[src/rtc_timer_pkg.sv]
package rtc_timer_pkg;

	// system and crystal rates
	localparam int unsigned CLK_HZ   = 100_000_000;
	localparam int unsigned XTAL_HZ  = 32768;
	// pclk cycles per crystal tick, rounded down
	localparam int unsigned XTAL_DIV = CLK_HZ / XTAL_HZ;

	// source clock dividers
	localparam int unsigned DIV_4096 = 8;   // crystal ticks per 4096 Hz tick
	localparam int unsigned DIV_64   = 512; // crystal ticks per 64 Hz tick
	localparam int unsigned DIV_1HZ  = 64;  // 64 Hz ticks per second
	localparam int unsigned DIV_MIN  = 60;  // seconds per minute

	// width of the pulsed interrupt
	localparam int unsigned IRQ_PULSE_NS     = 1000;
	localparam int unsigned IRQ_PULSE_CYCLES = (IRQ_PULSE_NS * (CLK_HZ / 1_000_000) + 999) / 1000;

	// device registers on the link
	localparam logic [1:0] ADDR_CTRL  = 2'h0;
	localparam logic [1:0] ADDR_STAT  = 2'h1;
	localparam logic [1:0] ADDR_COUNT = 2'h2;

	// control register fields
	localparam int unsigned CTRL_RUN_BIT   = 0;
	localparam int unsigned CTRL_SEL_LSB   = 1;
	localparam int unsigned CTRL_IE_BIT    = 3;
	localparam int unsigned CTRL_PULSE_BIT = 4;
	localparam int unsigned STAT_FLAG_BIT  = 0;

	// device reset values: slowest source, stopped, no interrupt
	localparam logic [7:0] CTRL_RESET  = 8'h06;
	localparam logic [7:0] COUNT_RESET = 8'h00;

	// host apb map
	localparam logic [11:0] HOST_CMD_OFS  = 12'h000;
	localparam logic [11:0] HOST_STAT_OFS = 12'h004;
	localparam int unsigned CMD_WDATA_LSB   = 0;
	localparam int unsigned CMD_ADDR_LSB    = 8;
	localparam int unsigned CMD_WRITE_BIT   = 16;
	localparam int unsigned HSTAT_BUSY_BIT  = 0;
	localparam int unsigned HSTAT_IRQ_BIT   = 1;
	localparam int unsigned HSTAT_RDATA_LSB = 8;

	typedef enum logic [1:0] {
		SRC_4096 = 2'b00,
		SRC_64   = 2'b01,
		SRC_1HZ  = 2'b10,
		SRC_MIN  = 2'b11
	} src_sel_t;

	typedef enum logic {
		LS_IDLE = 1'b0,
		LS_WAIT = 1'b1
	} link_state_t;

endpackage

[src/rtc_link_if.sv]
interface rtc_link_if;
	logic       req_tgl;
	logic       wr;
	logic [1:0] addr;
	logic [7:0] wdata;
	logic       ack_tgl;
	logic [7:0] rdata;
	logic       irq_drv;
	logic       irq_oe;
	logic       irq_n;

	// open-drain interrupt line with pull-up
	assign irq_n = irq_oe ? irq_drv : 1'b1;

	modport dev (
		input  req_tgl,
		input  wr,
		input  addr,
		input  wdata,
		output ack_tgl,
		output rdata,
		output irq_drv,
		output irq_oe
	);

	modport host (
		output req_tgl,
		output wr,
		output addr,
		output wdata,
		input  ack_tgl,
		input  rdata,
		input  irq_n
	);
endinterface

[src/sync3.sv]
module sync3 #(
	parameter logic INIT = 1'b0
) (
	input  wire logic clk,
	input  wire logic rst_n,
	input  wire logic d,
	output logic      level,
	output logic      change
);
	logic s1_q;
	logic s2_q;
	logic s3_q;

	// a change counts only once stages two and three agree
	always_ff @(posedge clk or negedge rst_n) begin
		if (!rst_n) begin
			s1_q   <= INIT;
			s2_q   <= INIT;
			s3_q   <= INIT;
			level  <= INIT;
			change <= 1'b0;
		end else begin
			s1_q <= d;
			s2_q <= s1_q;
			s3_q <= s2_q;
			if (s2_q == s3_q && s2_q != level) begin
				level  <= s2_q;
				change <= 1'b1;
			end else begin
				change <= 1'b0;
			end
		end
	end
endmodule

[src/rtc_timer_dev.sv]
// Notes on behaviour
// - 8-bit down counter, four selectable sources
// - count zero halts; 1 to 255 valid
// - at one: set flag, reload, continue
// - count read returns live value
// - reload write loads running counter at once
// - run bit zero stops the countdown
// - host should stop timer before new reload
// - stored reload stays intact for later periods
// - only first period after enable varies
// - first period n..n+1, slow: 1/64 offset
// - nominal period is n source ticks
// - host reads faster than twice source rate
// - host reads count twice, compares
// - flag set by expiry, cleared only by host
// - enabled interrupt follows expiry, mode chosen
// - pulsed mode pulses every expiry regardless
// - level mode holds while flag set
// - unused timer: host picks slowest source
// - sources derived from crystal, async to host
module rtc_timer_dev (
	input  wire logic  pclk,
	input  wire logic  presetn,
	rtc_link_if.dev    link,
	output logic       expiry_flag,
	output logic [7:0] live_count
);
	// crystal divider width, wide enough for XTAL_DIV
	localparam int unsigned XW = 12;
	localparam logic [XW-1:0] XTAL_LAST = XW'(rtc_timer_pkg::XTAL_DIV - 1);
	localparam logic [8:0] PRESC_LAST = 9'(rtc_timer_pkg::DIV_64 - 1);
	localparam logic [2:0] P4096_LAST = 3'(rtc_timer_pkg::DIV_4096 - 1);
	localparam logic [5:0] SEC_LAST = 6'(rtc_timer_pkg::DIV_1HZ - 1);
	localparam logic [5:0] MIN_LAST = 6'(rtc_timer_pkg::DIV_MIN - 1);
	localparam logic [7:0] PULSE_LEN = 8'(rtc_timer_pkg::IRQ_PULSE_CYCLES);

	logic          req_seen;
	logic [XW-1:0] xdiv_q;
	logic          xtal_tick_q;
	logic [8:0]    presc_q;
	logic [5:0]    sec_q;
	logic [5:0]    min_q;
	logic [7:0]    ctrl_q;
	logic [7:0]    reload_q;
	logic [7:0]    count_q;
	logic          flag_q;
	logic [7:0]    pulse_q;
	logic          irq_oe_q;
	logic          irq_drv_q;
	logic          ack_q;
	logic [7:0]    rdata_q;
	logic          skip_q;

	logic                  wr_ctrl;
	logic                  wr_stat;
	logic                  wr_count;
	logic                  run;
	logic                  irq_en;
	logic                  pulse_mode;
	logic                  run_start;
	logic                  tick4096;
	logic                  tick64;
	logic                  tick_sec;
	logic                  tick_min;
	logic                  src_tick;
	logic                  expire;
	logic                  flag_d;
	logic [7:0]            pulse_d;
	rtc_timer_pkg::src_sel_t sel;

	// request toggle from the host crosses here before it acts
	sync3 #(
		.INIT(1'b0)
	) u_req_sync (
		.clk    (pclk),
		.rst_n  (presetn),
		.d      (link.req_tgl),
		.level  (),
		.change (req_seen)
	);

	// write decode; addr and data are held by the host until acked
	always_comb begin
		wr_ctrl  = req_seen && link.wr && link.addr == rtc_timer_pkg::ADDR_CTRL;
		wr_stat  = req_seen && link.wr && link.addr == rtc_timer_pkg::ADDR_STAT;
		wr_count = req_seen && link.wr && link.addr == rtc_timer_pkg::ADDR_COUNT;
	end

	// control fields
	assign run        = ctrl_q[rtc_timer_pkg::CTRL_RUN_BIT];
	assign irq_en     = ctrl_q[rtc_timer_pkg::CTRL_IE_BIT];
	assign pulse_mode = ctrl_q[rtc_timer_pkg::CTRL_PULSE_BIT];
	assign sel        = rtc_timer_pkg::src_sel_t'(ctrl_q[rtc_timer_pkg::CTRL_SEL_LSB +: 2]);
	assign run_start  = wr_ctrl && !run && link.wdata[rtc_timer_pkg::CTRL_RUN_BIT];

	// crystal tick made from pclk; free running, never aligned to the host
	always_ff @(posedge pclk or negedge presetn) begin
		if (!presetn) begin
			xdiv_q      <= '0;
			xtal_tick_q <= 1'b0;
		end else if (xdiv_q == XTAL_LAST) begin
			xdiv_q      <= '0;
			xtal_tick_q <= 1'b1;
		end else begin
			xdiv_q      <= xdiv_q + XW'(1);
			xtal_tick_q <= 1'b0;
		end
	end

	// prescaler up to 64 Hz keeps running, so an enable lands mid-tick
	always_ff @(posedge pclk or negedge presetn) begin
		if (!presetn) begin
			presc_q <= '0;
		end else if (xtal_tick_q) begin
			presc_q <= (presc_q == PRESC_LAST) ? 9'h000 : presc_q + 9'h001;
		end
	end

	// source ticks, one pclk wide each
	assign tick4096 = xtal_tick_q && presc_q[2:0] == P4096_LAST;
	assign tick64   = xtal_tick_q && presc_q == PRESC_LAST;
	assign tick_sec = tick64 && sec_q == SEC_LAST;
	assign tick_min = tick_sec && min_q == MIN_LAST;

	// on enable slow stages restart, first tick one 64 Hz step after the next;
	// a fast source drops its partial first tick, so the first period is n..n+1
	always_ff @(posedge pclk or negedge presetn) begin
		if (!presetn) begin
			sec_q  <= '0;
			min_q  <= '0;
			skip_q <= 1'b0;
		end else if (run_start) begin
			sec_q  <= SEC_LAST - 6'h01;
			min_q  <= MIN_LAST;
			skip_q <= !link.wdata[rtc_timer_pkg::CTRL_SEL_LSB + 1];
		end else begin
			if (tick64) begin
				sec_q <= (sec_q == SEC_LAST) ? 6'h00 : sec_q + 6'h01;
			end
			if (tick_sec) begin
				min_q <= (min_q == MIN_LAST) ? 6'h00 : min_q + 6'h01;
			end
			if (run && src_tick) begin
				skip_q <= 1'b0;
			end
		end
	end

	// source clock selection
	always_comb begin
		unique case (sel)
			rtc_timer_pkg::SRC_4096: src_tick = tick4096;
			rtc_timer_pkg::SRC_64:   src_tick = tick64;
			rtc_timer_pkg::SRC_1HZ:  src_tick = tick_sec;
			rtc_timer_pkg::SRC_MIN:  src_tick = tick_min;
		endcase
	end

	// control register; reset picks the slowest source for low power
	always_ff @(posedge pclk or negedge presetn) begin
		if (!presetn) begin
			ctrl_q <= rtc_timer_pkg::CTRL_RESET;
		end else if (wr_ctrl) begin
			ctrl_q <= link.wdata;
		end
	end

	// expiry happens on the tick that finds the counter at one
	assign expire = run && src_tick && !skip_q && count_q == 8'h01 && !wr_count;

	// reload store is separate from the live counter
	always_ff @(posedge pclk or negedge presetn) begin
		if (!presetn) begin
			reload_q <= rtc_timer_pkg::COUNT_RESET;
		end else if (wr_count) begin
			reload_q <= link.wdata;
		end
	end

	// countdown; a host write beats a tick in the same cycle, so no corrupt load
	always_ff @(posedge pclk or negedge presetn) begin
		if (!presetn) begin
			count_q <= rtc_timer_pkg::COUNT_RESET;
		end else if (wr_count) begin
			count_q <= link.wdata;
		end else if (expire) begin
			count_q <= reload_q;
		end else if (run && src_tick && !skip_q && count_q != 8'h00) begin
			count_q <= count_q - 8'h01;
		end
	end

	// flag: expiry sets, host write of one clears, set wins
	always_comb begin
		if (expire) begin
			flag_d = 1'b1;
		end else if (wr_stat && link.wdata[rtc_timer_pkg::STAT_FLAG_BIT]) begin
			flag_d = 1'b0;
		end else begin
			flag_d = flag_q;
		end
	end

	// pulse timer restarts at each expiry while pulsed mode and the interrupt enable are set, flag state ignored
	always_comb begin
		if (expire && irq_en && pulse_mode) begin
			pulse_d = PULSE_LEN;
		end else if (pulse_q != 8'h00) begin
			pulse_d = pulse_q - 8'h01;
		end else begin
			pulse_d = 8'h00;
		end
	end

	always_ff @(posedge pclk or negedge presetn) begin
		if (!presetn) begin
			flag_q  <= 1'b0;
			pulse_q <= 8'h00;
		end else begin
			flag_q  <= flag_d;
			pulse_q <= pulse_d;
		end
	end

	// open-drain line pulled low while asserted
	always_ff @(posedge pclk or negedge presetn) begin
		if (!presetn) begin
			irq_oe_q  <= 1'b0;
			irq_drv_q <= 1'b0;
		end else begin
			irq_drv_q <= 1'b0;
			if (pulse_mode) begin
				irq_oe_q <= irq_en && pulse_d != 8'h00;
			end else begin
				irq_oe_q <= irq_en && flag_d;
			end
		end
	end

	// link answer: capture read data and toggle the ack on the same edge
	always_ff @(posedge pclk or negedge presetn) begin
		if (!presetn) begin
			ack_q   <= 1'b0;
			rdata_q <= 8'h00;
		end else if (req_seen) begin
			ack_q <= ~ack_q;
			if (!link.wr) begin
				unique case (link.addr)
					rtc_timer_pkg::ADDR_CTRL:  rdata_q <= ctrl_q;
					rtc_timer_pkg::ADDR_STAT:  rdata_q <= {7'h00, flag_q};
					rtc_timer_pkg::ADDR_COUNT: rdata_q <= count_q;
					default:                   rdata_q <= 8'h00;
				endcase
			end
		end
	end

	// user-side mirrors of the state
	always_ff @(posedge pclk or negedge presetn) begin
		if (!presetn) begin
			expiry_flag <= 1'b0;
			live_count  <= 8'h00;
		end else begin
			expiry_flag <= flag_d;
			live_count  <= count_q;
		end
	end

	assign link.ack_tgl = ack_q;
	assign link.rdata   = rdata_q;
	assign link.irq_oe  = irq_oe_q;
	assign link.irq_drv = irq_drv_q;
endmodule

[src/flat_wrapper.sv]
// flat-port wrapper written by rule: the top's interface ports become plain ports
module rtc_timer_dev_flat 
  (pclk, presetn, expiry_flag, live_count, link_req_tgl, link_wr, link_addr, link_wdata, link_ack_tgl, link_rdata, link_irq_drv, link_irq_oe);
  rtc_link_if link_i ();
  input  wire logic pclk;
  input  wire logic presetn;
  output logic expiry_flag;
  output logic [7:0] live_count;
  input wire logic [$bits(link_i.req_tgl)-1:0] link_req_tgl;
  input wire logic [$bits(link_i.wr)-1:0] link_wr;
  input wire logic [$bits(link_i.addr)-1:0] link_addr;
  input wire logic [$bits(link_i.wdata)-1:0] link_wdata;
  output wire logic [$bits(link_i.ack_tgl)-1:0] link_ack_tgl;
  output wire logic [$bits(link_i.rdata)-1:0] link_rdata;
  output wire logic [$bits(link_i.irq_drv)-1:0] link_irq_drv;
  output wire logic [$bits(link_i.irq_oe)-1:0] link_irq_oe;
  assign link_i.req_tgl = link_req_tgl;
  assign link_i.wr = link_wr;
  assign link_i.addr = link_addr;
  assign link_i.wdata = link_wdata;
  assign link_ack_tgl = link_i.ack_tgl;
  assign link_rdata = link_i.rdata;
  assign link_irq_drv = link_i.irq_drv;
  assign link_irq_oe = link_i.irq_oe;
  rtc_timer_dev u_core (.pclk(pclk), .presetn(presetn), .link(link_i), .expiry_flag(expiry_flag), .live_count(live_count));
endmodule
[config.mk]
export PLATFORM = sky130hd
export DESIGN_NAME = rtc_timer_dev_flat
export DESIGN_NICKNAME = d
export VERILOG_FILES = /design/src/rtc_timer_pkg.sv /design/src/rtc_link_if.sv /design/src/sync3.sv /design/src/rtc_timer_dev.sv /design/src/flat_wrapper.sv
export SDC_FILE = /design/constraint.sdc
export NUM_CORES = 1
export LEC_CHECK = 0
export ABC_AREA = 1
export BUFFER_PORTS_ARGS = -buffer_cell sky130_fd_sc_hd__buf_2
export CORE_UTILIZATION = 62
export DETAILED_ROUTE_END_ITERATION = 8
export GPL_ROUTABILITY_DRIVEN = 0
export HOLD_SLACK_MARGIN = 0.05
export PLACE_DENSITY = 0.9
export REMOVE_ABC_BUFFERS = 1
export SYNTH_ARGS = -nofsm -noshare
export SYNTH_HDL_FRONTEND = slang
export SYNTH_SLANG_ARGS = --single-unit
[constraint.sdc]
create_clock -name pclk -period 4.8 [get_ports pclk]
set_clock_uncertainty 0.2 [all_clocks]
set_input_delay 0.48 -clock pclk [delete_from_list [all_inputs] [get_ports pclk]]
set_output_delay 0.48 -clock pclk [all_outputs]
set_load 0.05 [all_outputs]
Yosys cells after proc, flatten, opt, wreduce, memory -nomap -nowiden
Cells that the tools add are included.
Operators by class
  reduce and logical (&&, ||, !) cells: 35
  $add $sub $neg: 6
  bitwise operators: 2
  eq/ne operators: 13
  multiplexer cells: 22
Operators by type and width (number)
  $mux W8: 5
  $mux W6: 6
  $pmux W8 S3: 1
  $reduce_bool A8 Y1: 3
  $logic_and A1 B1 Y1: 21
  $sub A8 B1 Y8 const B: 2
  $add A12 B1 Y12 const B: 1
  $add A6 B1 Y6 const B: 2
  $eq A12 B12 Y1 const B: 1
  $eq A6 B6 Y1 const B: 2
  $mux W12: 1
  $add A9 B1 Y9 const B: 1
  $eq A9 B9 Y1 const B: 1
  $mux W9: 1
  $eq A8 B1 Y1 const B: 1
  $mux W1: 7
  $eq A2 B2 Y1 const B: 3
  $reduce_bool A2 Y1: 3
  $eq A2 B1 Y1 const B: 2
  $logic_not A1 Y1: 4
  $logic_not A2 Y1: 2
  $pmux W1 S4: 1
  $eq A3 B3 Y1 const B: 1
  $reduce_bool A3 Y1: 1
  4 further kinds: 5
Storage, ports and cells
  flip-flop bits (word level): 91
  logic and storage cells: 98

Depth between registers and ports, before layout
  depth in word-level cells: 15
  gate-level depth with buffers: 17
  depth with buffers taken out: 17

Modules after synthesis
Synthesis repeated with hierarchy kept, for this count alone.
Unflattened totals
  cell total of the unflattened synthesis: 502
  area, all modules: 4375.4 um^2
Modules (own cells, without submodules)
  rtc_timer_dev: cells an instance 490, times used 1, area each 4221.5 um^2
  sync3: cells an instance 12, times used 1, area each 153.9 um^2

Worst setup path after synthesis
OpenSTA, ideal clock, no wires.
  kind: reg2reg
  start point: register u_core.presc_q[1]
  end point: register u_core.count_q[0]
  setup time: 0.128 ns
  arrival: 2.104 ns
  cell stages (with the launch flop): 17
  setup slack: 2.368 ns
  cells stage by stage: dfrtp_1 ha_1 nand3_1 nor4_1 ha_1 nand2_4 inv_4 nand2_4 nor2_8 nand2_4 nand2_4 nand2_4 nor2_8 nand2_4 buf_6 o211ai_2 nand3_1
Between the ends
  longest elaborated chain between the ends: 11
RTL lines
  start: declaration: RTL line rtc_timer_dev.sv:40  | logic [8:0] presc_q;
  start signal: assignment: RTL line rtc_timer_dev.sv:115  | presc_q <= (presc_q == PRESC_LAST) ? 9'h000 : presc_q + 9'h001;
  $eq A9 B9 Y1: RTL line rtc_timer_dev.sv:121  | assign tick64 = xtal_tick_q && presc_q == PRESC_LAST;
  $logic_and A1 B1 Y1: RTL line rtc_timer_dev.sv:121
  $logic_and A1 B1 Y1: RTL line rtc_timer_dev.sv:122  | assign tick_sec = tick64 && sec_q == SEC_LAST;
  $logic_and A1 B1 Y1: RTL line rtc_timer_dev.sv:123  | assign tick_min = tick_sec && min_q == MIN_LAST;
  $pmux W1 S4 *: RTL line rtc_timer_dev.sv:151  | unique case (sel)
  $logic_and A1 B1 Y1 * (2 in a row): RTL line rtc_timer_dev.sv:169, rtc_timer_dev.sv:188
  $logic_and A1 B1 Y1 (2 in a row): RTL line rtc_timer_dev.sv:169  | assign expire = run && src_tick && !skip_q && count_q == 8'h01 && !wr_count;
  $mux W8: RTL line rtc_timer_dev.sv:186  | end else if (expire) begin
  $mux W8: RTL line rtc_timer_dev.sv:184  | end else if (wr_count) begin
  end signal: assignment: RTL line rtc_timer_dev.sv:183  | count_q <= rtc_timer_pkg::COUNT_RESET;
  end signal: assignment: RTL line rtc_timer_dev.sv:185  | count_q <= link.wdata;
  end signal: assignment: RTL line rtc_timer_dev.sv:187  | count_q <= reload_q;
  end: declaration: RTL line rtc_timer_dev.sv:45  | logic [7:0] count_q;
Mark *: on every way between the ends. The rest lies on a longest branch, timed or not.
A chain may end at the register's enable or synchronous reset.

Worst setup path in the final report
  start point: register u_core.presc_q[1]
  end point: register u_core.irq_oe_q, in the netlist u_core.link.irq_oe
Between the ends
  longest elaborated chain between the ends: 15
RTL lines
  $eq A9 B9 Y1: RTL line rtc_timer_dev.sv:121
  $logic_and A1 B1 Y1: RTL line rtc_timer_dev.sv:121
  $logic_and A1 B1 Y1: RTL line rtc_timer_dev.sv:122
  $logic_and A1 B1 Y1: RTL line rtc_timer_dev.sv:123
  $pmux W1 S4 *: RTL line rtc_timer_dev.sv:151
  $logic_and A1 B1 Y1 * (4 in a row): RTL line rtc_timer_dev.sv:169
  $logic_and A1 B1 Y1 (2 in a row): RTL line rtc_timer_dev.sv:206  | if (expire && irq_en && pulse_mode) begin
  $mux W8: RTL line rtc_timer_dev.sv:206
  $reduce_bool A8 Y1: RTL line rtc_timer_dev.sv:233  | irq_oe_q <= irq_en && pulse_d != 8'h00;
  $logic_and A1 B1 Y1: RTL line rtc_timer_dev.sv:233
  $mux W1 *: RTL line rtc_timer_dev.sv:232  | if (pulse_mode) begin
  end signal: assignment: RTL line rtc_timer_dev.sv:235  | irq_oe_q <= irq_en && flag_d;
  end: declaration: RTL line rtc_timer_dev.sv:48  | logic irq_oe_q;
Marked as above.

==> summary.txt <==
crit path capture type: register
P per Cell Area: 516 nW/um^2
setup TNS: 0 ps
CP Data Required Time: 4870 ps
clk sinks: 91
Unique masters post-synth: 42
vias per inst: 5.72
Hold EP: u_core.skip_q$_DFFE_PN0P_
post-DP HPWL: 7080 um
final-report setup violation count: 0
GRT overflow: 0
Post-synth EDFFs: 0
worst hold path type: in2reg
CP Cell Sequence: ha_1 > nand3_1 > nor4_1 > ha_1 > nand2_4 > inv_4 > nand2_4 > nor2_8 > nand2_4 > a21oi_1 > nand4_1 > nand2_1 > nand2_1 > nor2_1 > nor2_1
R2R Setup Slk: 2020 ps
antenna violations before repair: 0
asr flop ratio synth: 1.00
maxcap violations: 0
area occupied by multi-input gates: 1930 sq um
Max Clk Rate: 360 MHz
most used flip-flop cell after synthesis: dfrtp_1
Crit path largest cell delay: 370 ps
Slew Viols, Final: 0
VDD IR max: 0.336 mV
Post-Syn Area per Cell: 8.79 sq um
largest net degree at the start of global routing: 48
crit start category: register
clock tree from TritonCTS: built
final worst-path cycle share: 0.579
register area share after synthesis: 0.505
die area: 7620 sq um
Die Span Y: 87.3 um
average wire per standard cell: 15.2 um
outcome: finished, final reports clean
I/O pins: 34
CTS root buffer: clkbuf_8
H-tree depth: 3
# DRC: 0
postcts setup bufs: 0
final hold violation count: 0
R2R cell count: 15
routed wire length: 9920 um
RR Endpoint: u_core.link.irq_oe$_DFF_PN0_
clock buffer depth: 2
most used cell along the critical path: nand2_4
worst flop-to-flop path startpoint: u_core.presc_q[1]$_DFFE_PN0P_
Post-Syn Area: 4510 sq um
Synth Register Bits: 91
Leakage: 2.55 nW
YS warnings: 0
share of layout cells above drive strength 1: 0.165
IO Port Bufs: 32
via count: 3736
FILL cells: 516
Core ar.: 6910 sq um
cts bufs inserted: 9
HP Start: link_wdata[2]
Chip Width: 87.3 um
worst-path maximum fanout: 9
Register Area: 2280 sq um
clk_lat worst skew: 370 ps
Area Overhead vs Synth: 10.8%
Slew @ Worst Pin: 1170 ps
min Tclk post-route: 2780 ps
final net count: 577
Clock Pin Slew Worst Setup and Hold Paths: 90 ps
Rel. slew slack: 0.219
fin util: 0.724
RSZ-0062 raised after global routing: false
row count: 30
worst hold path cell count: 2
Pre-antenna DRT Iters: 5
kind of critical path: reg2reg
first-pass GRT wire length: 16500 um
Syn Inst Count: 513
drt first-iter violations: 237
WP data arrival: 2850 ps
number of antenna repair diodes: 0
starting density of the core: 0.653
GR Util All Layers: 0.287
post-route ant nets: 0
Crit-path slowest cell: dfrtp_1
vias in the first global route: 3703
## worst max path at each step
stage,to,cells past startpoint,from,slack [ps]
4_1_cts,u_core.link.irq_oe$_DFF_PN0_,15,u_core.presc_q[1]$_DFFE_PN0P_,2020
5_1_grt,u_core.link.irq_oe$_DFF_PN0_,15,u_core.presc_q[1]$_DFFE_PN0P_,1740
3_3_place_gp,u_core.min_q[2]$_DFFE_PN0P_,10,link_addr[0],2050
3_5_place_dp,u_core.min_q[2]$_DFFE_PN0P_,10,link_addr[0],2010
6_report,u_core.link.irq_oe$_DFF_PN0_,15,u_core.presc_q[1]$_DFFE_PN0P_,2020
2_1_floorplan,u_core.count_q[6]$_DFFE_PN0P_,17,u_core.presc_q[1]$_DFFE_PN0P_,2410
## metal layers
metal,wire [um],GRT usage,vias up,share of wire
li1,-,-,1755,-
met1,4110,0.365,1779,0.41
met2,4760,0.461,169,0.48
met3,747,0.0720,33,0.075
met4,301,0.136,0,0.030
met5,0,0,-,0
## metrics by stage
stage               power [W]  std cells  hold WS, ps  worst slack, ps  cell area, sq um
floorplan             0.00176        506        -15.6             2410              4460
global placement      0.00194        635          136             2050              4750
detailed placement    0.00199        635          142             2010              4750
CTS                   0.00257        653          129             2020              5000
global route          0.00271        653          135             1740              5000
finish                0.00258        653          140             2020              5000
## logic make-up (layout without fill, tap and decap cells)
group | Yosys count | in the layout | synth area share
simple gates | 253 | 253 | 0.273
flops | 91 | 91 | 0.505
buf+inv | 73 | 117 | 0.0657
compound gates | 71 | 71 | 0.0965
fa+ha+maj | 11 | 11 | 0.0305
xor+xnor | 8 | 8 | 0.0155
mux | 5 | 5 | 0.0125
other cells | 1 | 1 | 0.000831
## registers in the layout, indices dropped and copies added (netlist names), 6 cells and up
signal             cells
u_core.count_q         8
u_core.ctrl_q          8
u_core.link.rdata      8
u_core.live_count      8
u_core.min_q           6
u_core.presc_q         9
u_core.pulse_q         8
u_core.reload_q        8
u_core.sec_q           6
u_core.xdiv_q         12
## what timing repair did
item	in CTS	in global routing
gates resized for setup	0	0
hold endpoints to repair	45	0
hold buffers	2	0
## critical path, delay by kind of cell (launching register included)
kind            cells  cell delay (ps)
buf+inv             1              110
simple gates       11             1350
flops               1              370
compound gates      1              180
fa+ha+maj           2              450
## cells in the final DEF, fill, tap and decap left out, types with 3 or more instances in the layout
cell type and n:
nand2_1 109, dfrtp_1 89, inv_1 60, nor2_1 55, nand3_1 36, buf_2 31
o21ai_0 27, a21oi_1 19, nor3_1 11, ha_1 11, nand4_1 10, clkbuf_8 9
a31oi_1 8, nand2_4 7, xor2_1 6, o211ai_2 6, inv_2 5, mux2_2 5
nor4_1 4, o211ai_1 4, nor2_8 3, nand2_2 3, or2_2 3, o21ai_1 3
nand3_2 3, inv_6 3
## cell usage after synthesis (4+ instances only)
| master | instances | area share |
|---|---|---|
| nand2_1 | 109 | 0.091 |
| dfrtp_1 | 89 | 0.49 |
| inv_1 | 60 | 0.050 |
| nor2_1 | 55 | 0.046 |
| nand3_1 | 36 | 0.040 |
| o21ai_0 | 27 | 0.030 |
| a21oi_1 | 19 | 0.021 |
| ha_1 | 11 | 0.031 |
| nor3_1 | 11 | 0.012 |
| nand4_1 | 10 | 0.014 |
| a31oi_1 | 8 | 0.011 |
| nand2_4 | 7 | 0.017 |
| o211ai_2 | 6 | 0.017 |
| xor2_1 | 6 | 0.012 |
| inv_2 | 5 | 0.0042 |
| mux2_2 | 5 | 0.012 |
| nor4_1 | 4 | 0.0055 |
| o211ai_1 | 4 | 0.0067 |
## area by class of cell
cell class	count	area share
Clock buffer	10	0.0255
Clock inverter	6	0.0190
Inverter	66	0.0501
Multi-Input combinational cell	349	0.387
Sequential cell	91	0.456
Tap cell	96	0.0240
Timing Repair Buffer	35	0.0381
## where the power goes
part,leakage [nW],switching (W),internal (W)
clock,0.112,0.000282,0.000300
sequential,1.10,0.000152,0.000946
combinational,1.34,0.000629,0.000271
Power figures use the tool's default switching activity.
